File: src/core/pwr_hs_pkg.sv
// package of constants and types for the radio power handshake
package pwr_hs_pkg;
   // ****************************************************
   // register map (apb, one aligned word each)
   // ****************************************************
   localparam logic [7:0] CTRL_OFF = 8'h00;
   localparam logic [7:0] RF_OFF = 8'h04;
   localparam logic [7:0] SLEEP_OFF = 8'h08;
   localparam logic [7:0] STATUS_OFF = 8'h0c;
   // ctrl bits
   localparam int CTRL_UART_HS = 0;
   localparam int CTRL_WAKE_POL = 1;
   localparam int CTRL_HWAKE_POL = 2;
   localparam int CTRL_SW_RF = 3;
   localparam int CTRL_FM_ON = 4;
   localparam int CTRL_LP_MODE = 5;
   localparam int CTRL_HOST_REQ = 6;
   localparam int CTRL_ALLOW_SLEEP = 7;
   localparam logic [7:0] CTRL_RST = 8'h00;
   // rf power-down field bits: tx, rx, synth, pa
   localparam logic [3:0] RF_RST = 4'hf;
   localparam logic [15:0] SLEEP_RST = 16'h0100;
   // ****************************************************
   // timing
   // ****************************************************
   localparam int LPO_DIV = 610;
   localparam int LPO_DIV_W = 10;
   typedef enum logic [1:0] {
      PS_AWAKE,
      PS_LP_SLEEP,
      PS_WAKING
   } pwr_state_t;
endpackage
File: src/core/pwr_hs_if.sv
// sideband wake lines between the radio device and its host
`timescale 1ns/1ns
`default_nettype none
interface pwr_hs_if;
   logic dev_wake;
   logic host_wake;
   logic clk_req;
   logic clk_on;
   modport dev (input dev_wake, input clk_on, output host_wake, output clk_req);
   modport host (output dev_wake, output clk_on, input host_wake, input clk_req);
endinterface
`default_nettype wire

File: src/core/bt_power_handshake.sv
// device end: power management unit with apb registers and wake handshake
`timescale 1ns/1ns
`default_nettype none
module bt_power_handshake (
   input wire logic i_core_clk,
   input wire logic i_rst_n,
   input wire logic i_psel,
   input wire logic i_penable,
   input wire logic i_pwrite,
   input wire logic [7:0] i_paddr,
   input wire logic [31:0] i_pwdata,
   output logic o_pready,
   output logic [31:0] o_prdata,
   output logic o_pslverr,
   input wire logic i_pkt_tx,
   input wire logic i_pkt_rx,
   input wire logic i_pkt_active,
   input wire logic i_uart_mode,
   input wire logic i_refclk_req_polarity_strap,
   output logic o_tx_pd,
   output logic o_rx_pd,
   output logic o_synth_pd,
   output logic o_pa_pd,
   output logic o_fm_on,
   output logic o_low_power_osc_sel,
   output logic o_asleep,
   pwr_hs_if.dev hs
);
   import pwr_hs_pkg::*;
   // ****************************************************
   // registers
   // ****************************************************
   logic [7:0] ctrl_q, ctrl_d;
   logic [3:0] rf_q, rf_d;
   logic [15:0] sleep_q, sleep_d;
   logic strap_q, strap_d, strap_done_q, strap_done_d;
   logic wake_s1_q, wake_s2_q;
   logic lpo_s1_q, lpo_s2_q;
   logic [LPO_DIV_W-1:0] div_q, div_d;
   logic [15:0] tmr_q, tmr_d;
   pwr_state_t st_q, st_d;
   logic [3:0] pd_q, pd_d;
   logic hwake_q, hwake_d, creq_q, creq_d;
   logic wr, lpo_tick, wake_act, hs_en, clk_need;
   assign wr = i_psel && i_penable && i_pwrite;
   assign o_pready = 1'b1;
   assign hs_en = ctrl_q[CTRL_UART_HS] && i_uart_mode;
   // two flops; the second also feeds the lpo-rate sampler
   assign wake_act = hs_en && (wake_s2_q ^ ctrl_q[CTRL_WAKE_POL]);
   assign lpo_tick = (div_q == LPO_DIV_W'(LPO_DIV - 1));
   always_comb begin
      ctrl_d = ctrl_q;
      rf_d = rf_q;
      sleep_d = sleep_q;
      if (wr && i_paddr == CTRL_OFF) begin
         ctrl_d = i_pwdata[7:0];
      end
      if (wr && i_paddr == RF_OFF) begin
         rf_d = i_pwdata[3:0];
      end
      if (wr && i_paddr == SLEEP_OFF) begin
         sleep_d = i_pwdata[15:0];
      end
      strap_d = strap_q;
      strap_done_d = 1'b1;
      if (!strap_done_q) begin
         strap_d = i_refclk_req_polarity_strap; // caught once after reset release
      end
      div_d = lpo_tick ? '0 : div_q + 1'b1;
   end
   always_comb begin
      o_prdata = 32'h0;
      o_pslverr = 1'b0;
      case (i_paddr)
         CTRL_OFF: o_prdata = {24'h0, ctrl_q};
         RF_OFF: o_prdata = {28'h0, rf_q};
         SLEEP_OFF: o_prdata = {16'h0, sleep_q};
         STATUS_OFF: o_prdata = {24'h0, pd_q, creq_q, hwake_q, st_q};
         default: o_pslverr = i_psel && i_penable;
      endcase
   end
   // ****************************************************
   // sleep state machine
   // ****************************************************
   always_comb begin
      st_d = st_q;
      tmr_d = tmr_q;
      case (st_q)
         PS_AWAKE: begin
            // sleep only with idle link and software permission
            if (ctrl_q[CTRL_LP_MODE] && ctrl_q[CTRL_ALLOW_SLEEP] && !wake_act && !i_pkt_active) begin
               st_d = PS_LP_SLEEP;
               tmr_d = sleep_q;
            end
         end
         PS_LP_SLEEP: begin
            if (wake_act) begin
               st_d = PS_WAKING;
            end else if (lpo_tick) begin
               if (tmr_q == 16'h0) begin
                  st_d = PS_WAKING;
               end else begin
                  tmr_d = tmr_q - 1'b1;
               end
            end
         end
         PS_WAKING: begin
            // waits for reference clock before core resumes
            if (hs.clk_on) begin
               st_d = PS_AWAKE;
            end
         end
         default: st_d = PS_AWAKE;
      endcase
      clk_need = (st_d != PS_LP_SLEEP);
      creq_d = strap_q ? !clk_need : clk_need;
      hwake_d = (hs_en && ctrl_q[CTRL_HOST_REQ]) ^ ctrl_q[CTRL_HWAKE_POL];
      // packet handling overrides only when CTRL_SW_RF is clear
      pd_d = 4'hf;
      if (st_d == PS_AWAKE) begin
         if (ctrl_q[CTRL_SW_RF]) begin
            pd_d = rf_q;
         end else begin
            pd_d[0] = !i_pkt_tx;
            pd_d[1] = !i_pkt_rx;
            pd_d[2] = !(i_pkt_tx || i_pkt_rx);
            pd_d[3] = !i_pkt_tx;
         end
      end
   end
   always_ff @(posedge i_core_clk or negedge i_rst_n) begin
      if (!i_rst_n) begin
         ctrl_q <= CTRL_RST;
         rf_q <= RF_RST;
         sleep_q <= SLEEP_RST;
         strap_q <= 1'b0;
         strap_done_q <= 1'b0;
         wake_s1_q <= 1'b0;
         wake_s2_q <= 1'b0;
         lpo_s1_q <= 1'b0;
         lpo_s2_q <= 1'b0;
         div_q <= '0;
         tmr_q <= '0;
         st_q <= PS_AWAKE;
         pd_q <= 4'hf;
         hwake_q <= 1'b0;
         creq_q <= 1'b0;
      end else begin
         ctrl_q <= ctrl_d;
         rf_q <= rf_d;
         sleep_q <= sleep_d;
         strap_q <= strap_d;
         strap_done_q <= strap_done_d;
         wake_s1_q <= hs.dev_wake;
         wake_s2_q <= wake_s1_q;
         if (lpo_tick) begin
            lpo_s1_q <= wake_s2_q; // copy at oscillator rate
         end
         lpo_s2_q <= lpo_s1_q;
         div_q <= div_d;
         tmr_q <= tmr_d;
         st_q <= st_d;
         pd_q <= pd_d;
         hwake_q <= hwake_d;
         creq_q <= creq_d;
      end
   end
   assign {o_pa_pd, o_synth_pd, o_rx_pd, o_tx_pd} = pd_q;
   assign o_fm_on = ctrl_q[CTRL_FM_ON];
   assign o_low_power_osc_sel = (st_q == PS_LP_SLEEP);
   assign o_asleep = (st_q == PS_LP_SLEEP);
   assign hs.host_wake = hwake_q;
   assign hs.clk_req = creq_q;
endmodule
`default_nettype wire

File: src/flat_wrapper.sv
// flat-port wrapper written by rule: the top's interface ports become plain ports
module bt_power_handshake_flat import pwr_hs_pkg::*;
  (i_core_clk, i_rst_n, i_psel, i_penable, i_pwrite, i_paddr, i_pwdata, o_pready, o_prdata, o_pslverr, i_pkt_tx, i_pkt_rx, i_pkt_active, i_uart_mode, i_refclk_req_polarity_strap, o_tx_pd, o_rx_pd, o_synth_pd, o_pa_pd, o_fm_on, o_low_power_osc_sel, o_asleep, hs_dev_wake, hs_clk_on, hs_host_wake, hs_clk_req);
  pwr_hs_if hs_i ();
  input wire logic i_core_clk;
  input wire logic i_rst_n;
  input wire logic i_psel;
  input wire logic i_penable;
  input wire logic i_pwrite;
  input wire logic [7:0] i_paddr;
  input wire logic [31:0] i_pwdata;
  output logic o_pready;
  output logic [31:0] o_prdata;
  output logic o_pslverr;
  input wire logic i_pkt_tx;
  input wire logic i_pkt_rx;
  input wire logic i_pkt_active;
  input wire logic i_uart_mode;
  input wire logic i_refclk_req_polarity_strap;
  output logic o_tx_pd;
  output logic o_rx_pd;
  output logic o_synth_pd;
  output logic o_pa_pd;
  output logic o_fm_on;
  output logic o_low_power_osc_sel;
  output logic o_asleep;
  input wire logic [$bits(hs_i.dev_wake)-1:0] hs_dev_wake;
  input wire logic [$bits(hs_i.clk_on)-1:0] hs_clk_on;
  output wire logic [$bits(hs_i.host_wake)-1:0] hs_host_wake;
  output wire logic [$bits(hs_i.clk_req)-1:0] hs_clk_req;
  assign hs_i.dev_wake = hs_dev_wake;
  assign hs_i.clk_on = hs_clk_on;
  assign hs_host_wake = hs_i.host_wake;
  assign hs_clk_req = hs_i.clk_req;
  bt_power_handshake u_core (.i_core_clk(i_core_clk), .i_rst_n(i_rst_n), .i_psel(i_psel), .i_penable(i_penable), .i_pwrite(i_pwrite), .i_paddr(i_paddr), .i_pwdata(i_pwdata), .o_pready(o_pready), .o_prdata(o_prdata), .o_pslverr(o_pslverr), .i_pkt_tx(i_pkt_tx), .i_pkt_rx(i_pkt_rx), .i_pkt_active(i_pkt_active), .i_uart_mode(i_uart_mode), .i_refclk_req_polarity_strap(i_refclk_req_polarity_strap), .o_tx_pd(o_tx_pd), .o_rx_pd(o_rx_pd), .o_synth_pd(o_synth_pd), .o_pa_pd(o_pa_pd), .o_fm_on(o_fm_on), .o_low_power_osc_sel(o_low_power_osc_sel), .o_asleep(o_asleep), .hs(hs_i));
endmodule
File: config.mk
export PLATFORM = sky130hd
export DESIGN_NAME = bt_power_handshake_flat
export DESIGN_NICKNAME = d
export VERILOG_FILES = /design/src/core/pwr_hs_pkg.sv /design/src/core/pwr_hs_if.sv /design/src/core/bt_power_handshake.sv /design/src/flat_wrapper.sv
export SDC_FILE = /design/constraint.sdc
export NUM_CORES = 1
export LEC_CHECK = 0
export ABC_AREA = 1
export BUFFER_PORTS_ARGS = -buffer_cell sky130_fd_sc_hd__buf_2
export CAP_MARGIN = 20
export CORE_UTILIZATION = 40
export DETAILED_ROUTE_END_ITERATION = 16
export HOLD_SLACK_MARGIN = 0.06
export PLACE_DENSITY = 0.65
export SYNTH_ARGS = -nofsm -noshare
export SYNTH_HDL_FRONTEND = slang
export SYNTH_SLANG_ARGS = --single-unit
File: constraint.sdc
create_clock -name i_core_clk -period 1.4 [get_ports i_core_clk]
set_input_delay 0.14 -clock i_core_clk [delete_from_list [all_inputs] [get_ports i_core_clk]]
set_output_delay 0.14 -clock i_core_clk [all_outputs]
set_load 0.02 [all_outputs]
==> impl_results.md, run 1 <==
* Worst hold slack after final layout at 0.1344 ns
* Starting density of the core at 42.02%
* Worst reg2reg path depth at 10
* Maximum buffer depth of the clock tree at 2
* Required time of the critical path at 1.64 ns
* Post-Synthesis Mean Instance Area at around 7.6 um2
* TritonCTS clock tree: yes
* Post-synthesis instance total at 491
* Run status: complete, but fails checks
* Critical R2R Capture: u_core.tmr_q[2]
* Most common library cell in the layout ignoring fill and taps: sky130_fd_sc_hd__nand2_1
* DRT Wirelength at around 11 mm
* Number of buffers inserted by port buffering at 61
* Maximum net fanout on the critical path at 2
* Violation count after the first detailed-routing iteration at around 160
* Highest-count cells in the layout ignoring fill and taps: sky130_fd_sc_hd__nand2_1 (117), sky130_fd_sc_hd__buf_4 (69), sky130_fd_sc_hd__dfrtp_1 (55)
* GRT overflow at 0
* Crit path time final at 1.534 ns
* Post-synthesis sequential element count at 66
* Final Worst Setup Slack at -0.1338 ns
* DR pass1 iterations at 15
* Setup Crit Path Kind: reg -> reg
* Antenna violations before repair at 0
* Peak per-stage delay on the critical path at 0.38 ns
* Number of diodes at 0
* Routed length per instance at 13.93 um
* Clock latency of the later-clocked register in the worst-skew pair at 0.35 ns
* Largest net degree at the start of global routing at 67
* Global-route wire length before repair at 16.65 mm
* Worst Hold End: u_core.pd_q[1]
* Post-synth top area cell: sky130_fd_sc_hd__dfrtp_1
* Vias in the first global route at 3,736
* Dpl hpwl at 6.694 mm
* Startpoint of the most critical register-to-register path: u_core.tmr_q[1]
* Max cap viols at 0
* Data arrival time of the critical path at between 1.5 and 2 ns
* Final cycle utilization of the critical path at 109.6%
* Level count of the clock H-tree at 3
* Synth-to-layout area growth at 48.92%
* Net count reported at finish at 700
* Std-Cell Rows at 34
* Total Routing Usage GR at 21.98%
* Critical Path, Cell by Cell: inv_2 > ha_4 > buf_4 > buf_4 > nand2_2 > inv_2 > o21ai_0 > o21ai_1 > nand2_2 > o21ai_2
* Total via count in the routed design at 3,740
* Slack of the worst reg-to-reg path at -0.13 ns
* Util after Layout at 62.58%
* Via count normalized by instance count at 4.934
* Clock transition at path regs at 0.07 ns
* Placeable Area at 8848 um2
* Final setup TNS at -1.777 ns
* F_max at 0.6520 GHz
* Clock tree sinks at 66
* P_leak at 2.838 nW
* Share of the synthesized area in the top cell type at 38.36%
* CP startpoint: u_core.tmr_q[1]
* Unrepaired setup endpoints after global routing: yes
* Die width at 98.42 um
* CTS Root Buffer Type: sky130_fd_sc_hd__clkbuf_8
* Hold Crit Class: in -> reg
* Post-route DRC violation count at 1
* Number of buffers added by the clock tree synthesis step at 9
* Share of synthesized area occupied by flip-flops and latches at 44.72%
* Overall power consumption at between 4 and 5 mW
* Worst Clk Skew at around 0.0077 ns
* Final Hold Vio Count at 0
* Launch point of the worst hold path: i_pkt_rx
* Number of distinct library cells after synthesis at 34
* Largest cells by area after synthesis: sky130_fd_sc_hd__dfrtp_1 (38%), sky130_fd_sc_hd__nand2_1 (14%), sky130_fd_sc_hd__inv_1 (6.8%)
* Slowest library cell on the worst path: sky130_fd_sc_hd__dfrtp_1
* Areal power density over the cells at 752.0 nW/um2
* # setup viols final at 28
* Instance count along the most critical hold path at 4
* RePlAce Congestion at 0.8594
* Violated checks: design-rule violations, negative setup slack
* Critical path launch point type: register
* Count of warnings emitted by yosys at 0
* Area of the mapped netlist at 3719 um2
* Die Area at 9686 um2
* Number of slew-limit violations in the final report at 0
* IR drop worst, VDD at 0.0005207 V
* Setup crit end kind: register
* Final ANT Viol Nets at 0
* Num ports at 95
* Die height at 98.42 um
* Fraction of final layout cells sized beyond drive strength 1 at about 42%
* Setup slack at placement at -0.1984 ns
==> where the power goes <==
part,internal (mW),switching [mW],total [mW],leakage [nW]
sequential,1.95,0.0213,1.97,0.748
combinational,0.135,0.208,0.343,1.97
clock,1.10,0.749,1.85,0.117
==> cells in the mapped netlist (all sizes together) <==
cell type / n
nand2: 145
inv: 68
dfrtp: 57
nor2: 55
o21ai: 49
nand3: 26
buf: 25
nand4: 11
a21oi: 10
dfstp: 9
nand3b: 8
nor3: 5
xor2: 5
clkbuf: 4
o211ai: 4
ha: 3
conb: 2
xnor2: 2
a31o: 1
nor3b: 1
o21a: 1
==> area by class of cell <==
class,instances,area [um2]
fill,722,3311
multi-input combinational,344,2028
sequential,66,1665
timing repair buffer,156,1220
inverter,68,260.3
clock buffer,12,155.1
tap,108,135.1
clock inverter,4,73.82
==> worst max-delay path by stage <==
stage / endpoint
after global routing: u_core.tmr_q[13]
final: u_core.tmr_q[2]
after global placement: o_prdata[0]
after floorplan: u_core.tmr_q[3]
after detailed placement: o_prdata[0]
after CTS: o_prdata[0]
==> state kept, by name, summed over array words and instances, names as in the netlist, 2 cells and up <==
name	count
u_core.pd_q	4
u_core.st_q	2
u_core.rf_q	4
u_core.div_q	10
u_core.sleep_q	16
u_core.tmr_q	16
u_core.ctrl_q	8
==> stage by stage <==
stage / std cells / instance area, um2
2_1_floorplan: 507 / 3787
3_3_place_gp: 698 / 4458
3_5_place_dp: 698 / 4458
4_1_cts: 750 / 5238
5_1_grt: 758 / 5538
6_report: 758 / 5538
==> cell families after synthesis <==
group	synth area share, %
xor+xnor	1.649
simple gates	30.05
flops	44.72
fa+ha+maj	1.010
compound gates	10.09
other cells	0.2020
buf+inv	12.28
==> worst max-delay path, delay by kind of cell (launching register included) <==
kind            cells  cell delay (ns)
flops               1             0.38
buf+inv             4             0.36
compound gates      3             0.32
simple gates        2             0.19
fa+ha+maj           1             0.17
==> per-layer routing <==
metal / global-route usage (%) / share of wire, % / wire (um) / vias to the layer above
met2: 38.52 / 52 / 5446 / 116
met5: 0 / 0 / 0 / -
met4: 11.71 / 3.7 / 395 / 0
met3: 3.972 / 4.0 / 424 / 32
met1: 25.71 / 41 / 4293 / 1769
li1: - / - / - / 1823
==> what timing repair did <==
action | 4_1_cts | 5_1_grt
cloned | 1 | 0
setup buffers | 16 | 9
hold endpoints to repair | 84 | 0
hold buffers | 19 | 0
setup endpoints to repair | 40 | 49
pin swaps | 22 | 22
gates resized for setup | 86 | 74
Note: power is estimated with default switching activity, not from simulation.
==> run 2, diff against run 1 <==
--- a/config.mk
+++ b/config.mk
@@ -10,7 +10,7 @@
 export CAP_MARGIN = 20
 export CORE_UTILIZATION = 40
 export DETAILED_ROUTE_END_ITERATION = 16
-export HOLD_SLACK_MARGIN = 0.06
+export HOLD_SLACK_MARGIN = 0.08
 export PLACE_DENSITY = 0.65
 export SYNTH_ARGS = -nofsm -noshare
 export SYNTH_HDL_FRONTEND = slang
==> constraint.sdc (replaced) <==
create_clock -name i_core_clk -period 1.4 [get_ports i_core_clk]
set_input_delay 0.14 -clock i_core_clk [delete_from_list [all_inputs] [get_ports i_core_clk]]
set_output_delay 0.14 -clock i_core_clk [all_outputs]
set_load 0.01 [all_outputs]
==> run 2 against run 1 <==
Effect of this change: the run ends with negative setup slack left; clock skew barely moved; non-clock buffer count fell by 6; cell count fell by 0.79%; cell area fell by 2.0%; worst setup slack got worse by 0.027 ns; critical path type unchanged; die area did not move; hold slack improved by 0.033 ns; combinational power fell by 9.0%; via count fell by 3.0%; largest cell class unchanged; clock-buffer cell count fell by 2.
==> impl_results.md, run 2 (synthesis results as in run 1) <==
* Run status: complete, but fails checks
* Violated checks: negative setup slack
* Total via count in the routed design at 3,626 (-3.0%)
* Worst Hold End: u_core.pd_q[3]
* Data arrival time of the critical path at 1.80 ns (+0.02 ns)
* Max cap viols at 0 (unchanged)
* Final Worst Setup Slack at -0.1610 ns (-0.02723 ns)
* IR drop worst, VDD at 0.0006042 V (+16%)
* Slack of the worst reg-to-reg path at -0.16 ns (-0.03 ns)
* Final Hold Vio Count at 0 (unchanged)
* Maximum net fanout on the critical path at 8 (+6)
* Die Area at 9686 um2 (unchanged)
* Total Routing Usage GR at 21.45% (-0.54 points)
* Worst Clk Skew at 0.007684 ns (-0.00002495 ns)
* Most common library cell in the layout ignoring fill and taps: sky130_fd_sc_hd__nand2_1
* P_leak at 2.801 nW (-1.3%)
* Unrepaired setup endpoints after global routing: yes
* Die width at 98.42 um (unchanged)
* Global-route wire length before repair at 16.38 mm (-1.6%)
* Util after Layout at 61.33% (-1.3 points)
* Worst reg2reg path depth at 9 (-1)
* RePlAce Congestion at 0.8638 (+0.51%)
* Violation count after the first detailed-routing iteration at 271 (+68%)
* Std-Cell Rows at 34 (unchanged)
* Largest net degree at the start of global routing at 67 (unchanged)
* Critical path launch point type: register
* Launch point of the worst hold path: i_pkt_tx
* DRT Wirelength at 9.984 mm (-5.4%)
* Peak per-stage delay on the critical path at 0.38 ns (about the same)
* Sequential Power Share at 43.9% (-3.4 points)
* Synth-to-layout area growth at 45.93%
* Number of slew-limit violations in the final report at 0 (unchanged)
* Setup slack at placement at -0.1467 ns (+0.05172 ns)
* Final ANT Viol Nets at 0 (unchanged)
* F_max at 0.6406 GHz (-1.7%)
* Routed length per instance at 13.28 um (-4.7%)
* Instance count along the most critical hold path at 4 (unchanged)
* CTS Root Buffer Type: sky130_fd_sc_hd__clkbuf_8
* Setup crit end kind: register
* Clock share of power at 49.1% (+4.7 points)
* Num ports at 95 (unchanged)
* Crit path time final at 1.561 ns (+0.02723 ns)
* Number of buffers inserted by port buffering at 61 (unchanged)
* Crit-path most repeated cell: sky130_fd_sc_hd__nand2_1
* Post-route DRC violation count at 0 (-1)
* Sum of buffers and inverters on the critical path at 2 (-2)
* GRT overflow at 0 (unchanged)
* Via count normalized by instance count at 4.822 (-2.3%)
* Starting density of the core at 42.02% (unchanged)
* Antenna violations before repair at 0 (unchanged)
* Top flop regs: u_core.sleep_q (16), u_core.tmr_q (16), u_core.div_q (10)
* Number of diodes at 0 (unchanged)
* Critical R2R Capture: u_core.tmr_q[6]
* Clock tree sinks at 66 (unchanged)
* Placeable Area at 8848 um2 (unchanged)
* Fraction of final layout cells sized beyond drive strength 1 at 37.89% (-4.3 points)
* Critical Path, Cell by Cell: inv_1 > ha_1 > nand3b_1 > nor2_4 > nand3_2 > nand2_4 > clkinvlp_4 > nand2_1 > nand2_1
* Areal power density over the cells at 827.4 nW/um2 (+10%)
* Net count reported at finish at 694 (-0.86%)
* DR pass1 iterations at 7 (-8)
* Final cycle utilization of the critical path at 111.5% (+1.9 points)
* CP delay by family, top: simple AND/OR/NAND/NOR gates
* Logic pwr share at 7.0% (-1.2 points)
* TritonCTS clock tree: yes
* Maximum buffer depth of the clock tree at 2 (unchanged)
* Worst hold slack after final layout at 0.1673 ns (+0.03296 ns)
* Dpl hpwl at 6.594 mm (-1.5%)
* Hold Crit Class: in -> reg
* Overall power consumption at 4.490 mW (+7.8%)
* Required time of the critical path at 1.64 ns (about the same)
* Level count of the clock H-tree at 3 (unchanged)
* Vias in the first global route at 3,542 (-5.2%)
* Number of buffers added by the clock tree synthesis step at 9 (unchanged)
* Non-Filler Instances at 752 (-0.79%)
* Die height at 98.42 um (unchanged)
* Highest-count cells in the layout ignoring fill and taps: sky130_fd_sc_hd__nand2_1 (127), sky130_fd_sc_hd__buf_4 (59), sky130_fd_sc_hd__inv_1 (55), sky130_fd_sc_hd__dfrtp_1 (55), sky130_fd_sc_hd__buf_2 (54)
* # setup viols final at 27 (-3.6%)
* Startpoint of the most critical register-to-register path: u_core.div_q[1]
* Slowest library cell on the worst path: sky130_fd_sc_hd__dfrtp_1
* Internal power at 3.503 mW (+9.9%)
* Clock latency of the later-clocked register in the worst-skew pair at 0.34 ns (about the same)
* Switching Fraction at 21.99% (-1.5 points)
* Setup Crit Path Kind: reg -> reg
* Clock transition at path regs at 0.08 ns (about the same)
* Cell count after placement at 699 (+0.14%)
* Net Sw Power at 987.2 uW (+0.92%)
-- run 2: tightest hold or removal path, cell delays in order --
cell and delay, ns:
sky130_fd_sc_hd__buf_2 0.09, sky130_fd_sc_hd__nor2_1 0.05, sky130_fd_sc_hd__a21oi_1 0.12, sky130_fd_sc_hd__nand4_1 0.10
-- run 2: worst max path at each step --
stage | start | to | depth (start not counted)
floorplan | u_core.tmr_q[1] | u_core.tmr_q[3] | 10
global placement | u_core.tmr_q[1] | u_core.tmr_q[8] | 10
detailed placement | u_core.tmr_q[1] | u_core.tmr_q[8] | 10
CTS | u_core.div_q[1] | u_core.tmr_q[10] | 9
global route | u_core.div_q[1] | u_core.tmr_q[4] | 9
finish | u_core.div_q[1] | u_core.tmr_q[6] | 9
-- run 2: repair_timing --
item,4_1_cts,5_1_grt
hold buffers,19,0
hold endpoints to repair,85,0
gates cloned,1,0
pin swaps,23,20
buffers inserted,12,7
setup endpoints to repair,41,45
gates resized for setup,58,58
-- run 2: power by group through the flow --
| stage | Sequential, mW | Clock (mW) | Combinational [mW] |
|---|---|---|---|
| finish | 1.97 | 2.21 | 0.312 |
| floorplan | 2.01 | 0 | 0.132 |
| global placement | 2.01 | 0 | 0.241 |
| detailed placement | 2.01 | 0 | 0.245 |
| CTS | 1.97 | 2.23 | 0.292 |
| global route | 1.98 | 2.30 | 0.349 |
-- run 2: layout make-up --
class                           instances  area [um2]
Sequential cell                        66        1665
Multi-Input combinational cell        344        1939
Fill cell                             730        3422
Tap cell                              108       135.1
Inverter                               68       261.5
Clock buffer                           10       137.6
Timing Repair Buffer                  150        1150
Clock inverter                          6       137.6
-- run 2: routing by layer --
layer / track usage, % / vias to the layer above / wire [um]
met5: 0 / - / 0
li1: - / 1803 / -
met4: 6.429 / 0 / 143
met2: 36.62 / 90 / 5125
met1: 27.96 / 1718 / 4364
met3: 3.759 / 15 / 351
-- run 2: metrics by stage --
step / instance area, um2 / TNS [ns]
floorplan: 3786 / -0.04344
global placement: 4466 / -2.819
detailed placement: 4466 / -4.086
CTS: 5175 / -1.544
global route: 5426 / -4.720
finish: 5426 / -2.389
==> run 3, diff against run 2 <==
--- a/config.mk
+++ b/config.mk
@@ -5,13 +5,12 @@
 export SDC_FILE = /design/constraint.sdc
 export NUM_CORES = 1
 export LEC_CHECK = 0
-export ABC_AREA = 1
 export BUFFER_PORTS_ARGS = -buffer_cell sky130_fd_sc_hd__buf_2
 export CAP_MARGIN = 20
 export CORE_UTILIZATION = 40
 export DETAILED_ROUTE_END_ITERATION = 16
 export HOLD_SLACK_MARGIN = 0.08
-export PLACE_DENSITY = 0.65
+export PLACE_DENSITY = 0.66
 export SYNTH_ARGS = -nofsm -noshare
 export SYNTH_HDL_FRONTEND = slang
 export SYNTH_SLANG_ARGS = --single-unit
==> run 3 against run 2 <==
Effect of this change: the run still ends with negative setup slack left; clock skew about the same; synthesized area decreased by 4.3%; first-iteration DRC count decreased by 17%; die area decreased by 4.2%; sequential cell count unchanged; power decreased by 0.63%; wire length decreased by 1.3%; utilization increased by 2.1 points; critical path depth decreased by 3.
==> impl_results.md, run 3 <==
* Run status: complete, but fails checks
* Violated checks: negative setup slack
* Instance count along the most critical hold path at 3 (-1)
* TritonCTS clock tree: yes
* Post-synth top area cell: sky130_fd_sc_hd__dfrtp_1
* Worst Hold End: u_core.hs.host_wake
* Die height at 96.32 um (-2.1%)
* CP startpoint: u_core.tmr_q[14]
* Critical path launch point type: register
* Vias in the first global route at 3,253 (-8.2%)
* Maximum buffer depth of the clock tree at 2 (unchanged)
* Setup crit end kind: register
* Die Area at 9278 um2 (-4.2%)
* Worst hold slack after final layout at 0.1240 ns (-0.04333 ns)
* Clock transition at path regs at 0.08 ns (about the same)
* CTS Root Buffer Type: sky130_fd_sc_hd__clkbuf_8
* Synth-to-layout area growth at 54.78%
* Placeable Area at 8678 um2 (-1.9%)
* P_leak at 2.580 nW (-7.9%)
* Number of diodes at 0 (unchanged)
* Maximum net fanout on the critical path at 8 (unchanged)
* Net count reported at finish at 560 (-19%)
* DR pass1 iterations at 4 (-3)
* F_max at 0.4805 GHz (-25%)
* Ys async rst share at 100.0% (unchanged)
* Util after Layout at 63.47% (+2.1 points)
* Total via count in the routed design at 3,230 (-11%)
* Setup Crit Path Kind: reg -> reg
* Final Hold Vio Count at 0 (unchanged)
* Via count normalized by instance count at 5.227 (+8.4%)
* Count of warnings emitted by yosys at 0 (unchanged)
* Largest cells by area after synthesis: sky130_fd_sc_hd__dfrtp_1 (40%), sky130_fd_sc_hd__mux2_2 (9.2%), sky130_fd_sc_hd__dfstp_2 (6.6%)
* Max cap viols at 0 (unchanged)
* Num ports at 95 (unchanged)
* Most common library cell in the layout ignoring fill and taps: sky130_fd_sc_hd__buf_4
* Number of buffers added by the clock tree synthesis step at 9 (unchanged)
* Number of buffers inserted by port buffering at 61 (unchanged)
* Leading post-synthesis cells by instance count: sky130_fd_sc_hd__dfrtp_1 (57), sky130_fd_sc_hd__mux2_2 (29), sky130_fd_sc_hd__nor2_1 (29)
* Post-route DRC violation count at 0 (unchanged)
* Critical R2R Capture: u_core.tmr_q[11]
* Largest net degree at the start of global routing at 30 (-55%)
* RePlAce Congestion at 0.8902 (+3.1%)
* Final cycle utilization of the critical path at 148.7% (+37 points)
* Antenna violations before repair at 0 (unchanged)
* Startpoint of the most critical register-to-register path: u_core.tmr_q[14]
* Unrepaired setup endpoints after global routing: yes
* Areal power density over the cells at 810.0 nW/um2 (-2.1%)
* Final ANT Viol Nets at 0 (unchanged)
* Post-synthesis instance total at 333 (-32%)
* Fraction of final layout cells sized beyond drive strength 1 at 50.39% (+13 points)
* Data arrival time of the critical path at 2.32 ns (+0.52 ns)
* Number of slew-limit violations in the final report at 0 (unchanged)
* Most used standard cell by instance count after synthesis: sky130_fd_sc_hd__dfrtp_1
* Total Routing Usage GR at 22.11% (+0.67 points)
* Post-synthesis sequential element count at 66 (unchanged)
* Worst reg2reg path depth at 6 (-3)
* # setup viols final at 46 (+70%)
* Launch point of the worst hold path: i_uart_mode
* Area of the mapped netlist at 3558 um2 (-4.3%)
* Worst Clk Skew at 0.007499 ns (-0.0001848 ns)
* Slack of the worst reg-to-reg path at -0.68 ns (-0.52 ns)
* Post-Synthesis Mean Instance Area at 10.69 um2 (+41%)
* Global-route wire length before repair at 15.38 mm (-6.1%)
* Top flop regs: u_core.sleep_q (16), u_core.tmr_q (16), u_core.div_q (10)
* Starting density of the core at 41.00% (-1.0 points)
* Share of the synthesized area in the top cell type at 40.08% (+1.7 points)
* DRT Wirelength at 9.851 mm (-1.3%)
* Clock latency of the later-clocked register in the worst-skew pair at 0.35 ns (about the same)
* Ys flop type: sky130_fd_sc_hd__dfrtp_1
* Final Worst Setup Slack at -0.6811 ns (-0.5201 ns)
* Dpl hpwl at 6.586 mm (-0.12%)
* Number of distinct library cells after synthesis at 53 (+56%)
* Clock tree sinks at 66 (unchanged)
* Hold Crit Class: in -> reg
* Setup slack at placement at -0.6753 ns (-0.5286 ns)
* Share of synthesized area occupied by flip-flops and latches at 46.73% (+2.0 points)
* Number of flops mapped to enable cells by yosys at 0 (unchanged)
* Overall power consumption at 4.462 mW (-0.63%)
* Fill cell count at 680 (-6.8%)
* Required time of the critical path at 1.64 ns (about the same)
* Crit path time final at 2.081 ns (+0.5201 ns)
* Std-Cell Rows at 34 (unchanged)
* Highest-count cells in the layout ignoring fill and taps: sky130_fd_sc_hd__buf_4 (76), sky130_fd_sc_hd__dfrtp_1 (57), sky130_fd_sc_hd__buf_2 (45)
* Level count of the clock H-tree at 3 (unchanged)
* IR drop worst, VDD at 0.0005023 V (-17%)
* Violation count after the first detailed-routing iteration at 226 (-17%)
* GRT overflow at 0 (unchanged)
* Die width at 96.32 um (-2.1%)
* Routed length per instance at 15.94 um (+20%)
[run 3: changes by cell type in the layout (fill, tap and decap cells not counted), sizes merged, moves of 6 or more]
| cell | delta |
|---|---|
| mux2i | +6 |
| inv | -60 |
| a31oi | +9 |
| nor2 | -26 |
| o21ai | -43 |
| nand2 | -129 |
| nand4 | -7 |
| buf | +23 |
| mux2 | +29 |
| and3 | +7 |
| and2 | +10 |
| nor4 | +8 |
| nand3b | -8 |
[run 3: kinds of logic (layout without fill, tap and decap cells)]
logic type	count (synthesis)	in the layout	synth area share, %
and+or+nand+nor	114	115	18.18
other	2	18	0.2110
AOI/OAI and AO/OA	58	58	11.25
muxes	39	39	13.40
buffers and inverters	40	200	6.470
adders and majority gates	3	3	1.055
xor gates and xnor gates	11	11	2.707
DFF	66	66	46.73
[run 3: what timing repair did]
action                                  CTS  global route
gates resized for setup                  43            29
endpoints found under the hold margin    95             0
endpoints found under the setup margin   48            72
buffers inserted                         10             9
pin swaps                                24            18
hold buffers                             22             0
cloned                                    1             1
[run 3: layer usage]
| metal | GRT usage (%) | wire [um] | up-vias |
|---|---|---|---|
| li1 | - | - | 1529 |
| met1 | 27.78 | 4182 | 1579 |
| met2 | 37.83 | 5043 | 108 |
| met3 | 4.581 | 473 | 14 |
| met4 | 7.475 | 150 | 0 |
| met5 | 0 | 0 | - |
[run 3: final cells by class]
cell class | count | area (um2) | share of cell area [%]
Clock buffer | 9 | 123.9 | 2.249
Clock inverter | 7 | 141.4 | 2.567
Inverter | 7 | 28.78 | 0.5225
Multi-Input combinational cell | 244 | 1956 | 35.51
Sequential cell | 66 | 1663 | 30.19
Tap cell | 108 | 135.1 | 2.453
Timing Repair Buffer | 177 | 1460 | 26.51
[run 3: how the worst max path moves through the flow]
stage                             to  slack (ns)  cells after the start
floorplan           u_core.tmr_q[12]       -0.68                      6
global placement    u_core.tmr_q[15]       -0.64                      5
detailed placement   u_core.tmr_q[8]       -0.68                      5
CTS                 u_core.tmr_q[11]       -0.67                      6
global route        u_core.tmr_q[11]       -0.74                      6
finish              u_core.tmr_q[11]       -0.68                      6
[run 3: metrics by stage]
step | area [um2] | TNS [ns] | std cells
2_1_floorplan | 3681 | -17.00 | 349
3_3_place_gp | 4527 | -21.51 | 561
3_5_place_dp | 4527 | -24.08 | 561
4_1_cts | 5295 | -14.81 | 610
5_1_grt | 5508 | -17.33 | 618
6_report | 5508 | -14.15 | 618
[run 3: critical path: stages, from the launching register on]
cell and delay (ns):
sky130_fd_sc_hd__dfrtp_1 0.38, sky130_fd_sc_hd__or4_4 0.54, sky130_fd_sc_hd__or3_4 0.36, sky130_fd_sc_hd__o2111ai_4 0.25, sky130_fd_sc_hd__buf_4 0.20, sky130_fd_sc_hd__a21oi_1 0.07
sky130_fd_sc_hd__o22a_1 0.17
[run 3: power by group]
part | internal, mW | total [mW] | switching, mW
Combinational | 0.187 | 0.361 | 0.174
Clock | 1.36 | 2.14 | 0.774
Sequential | 1.94 | 1.96 | 0.0213
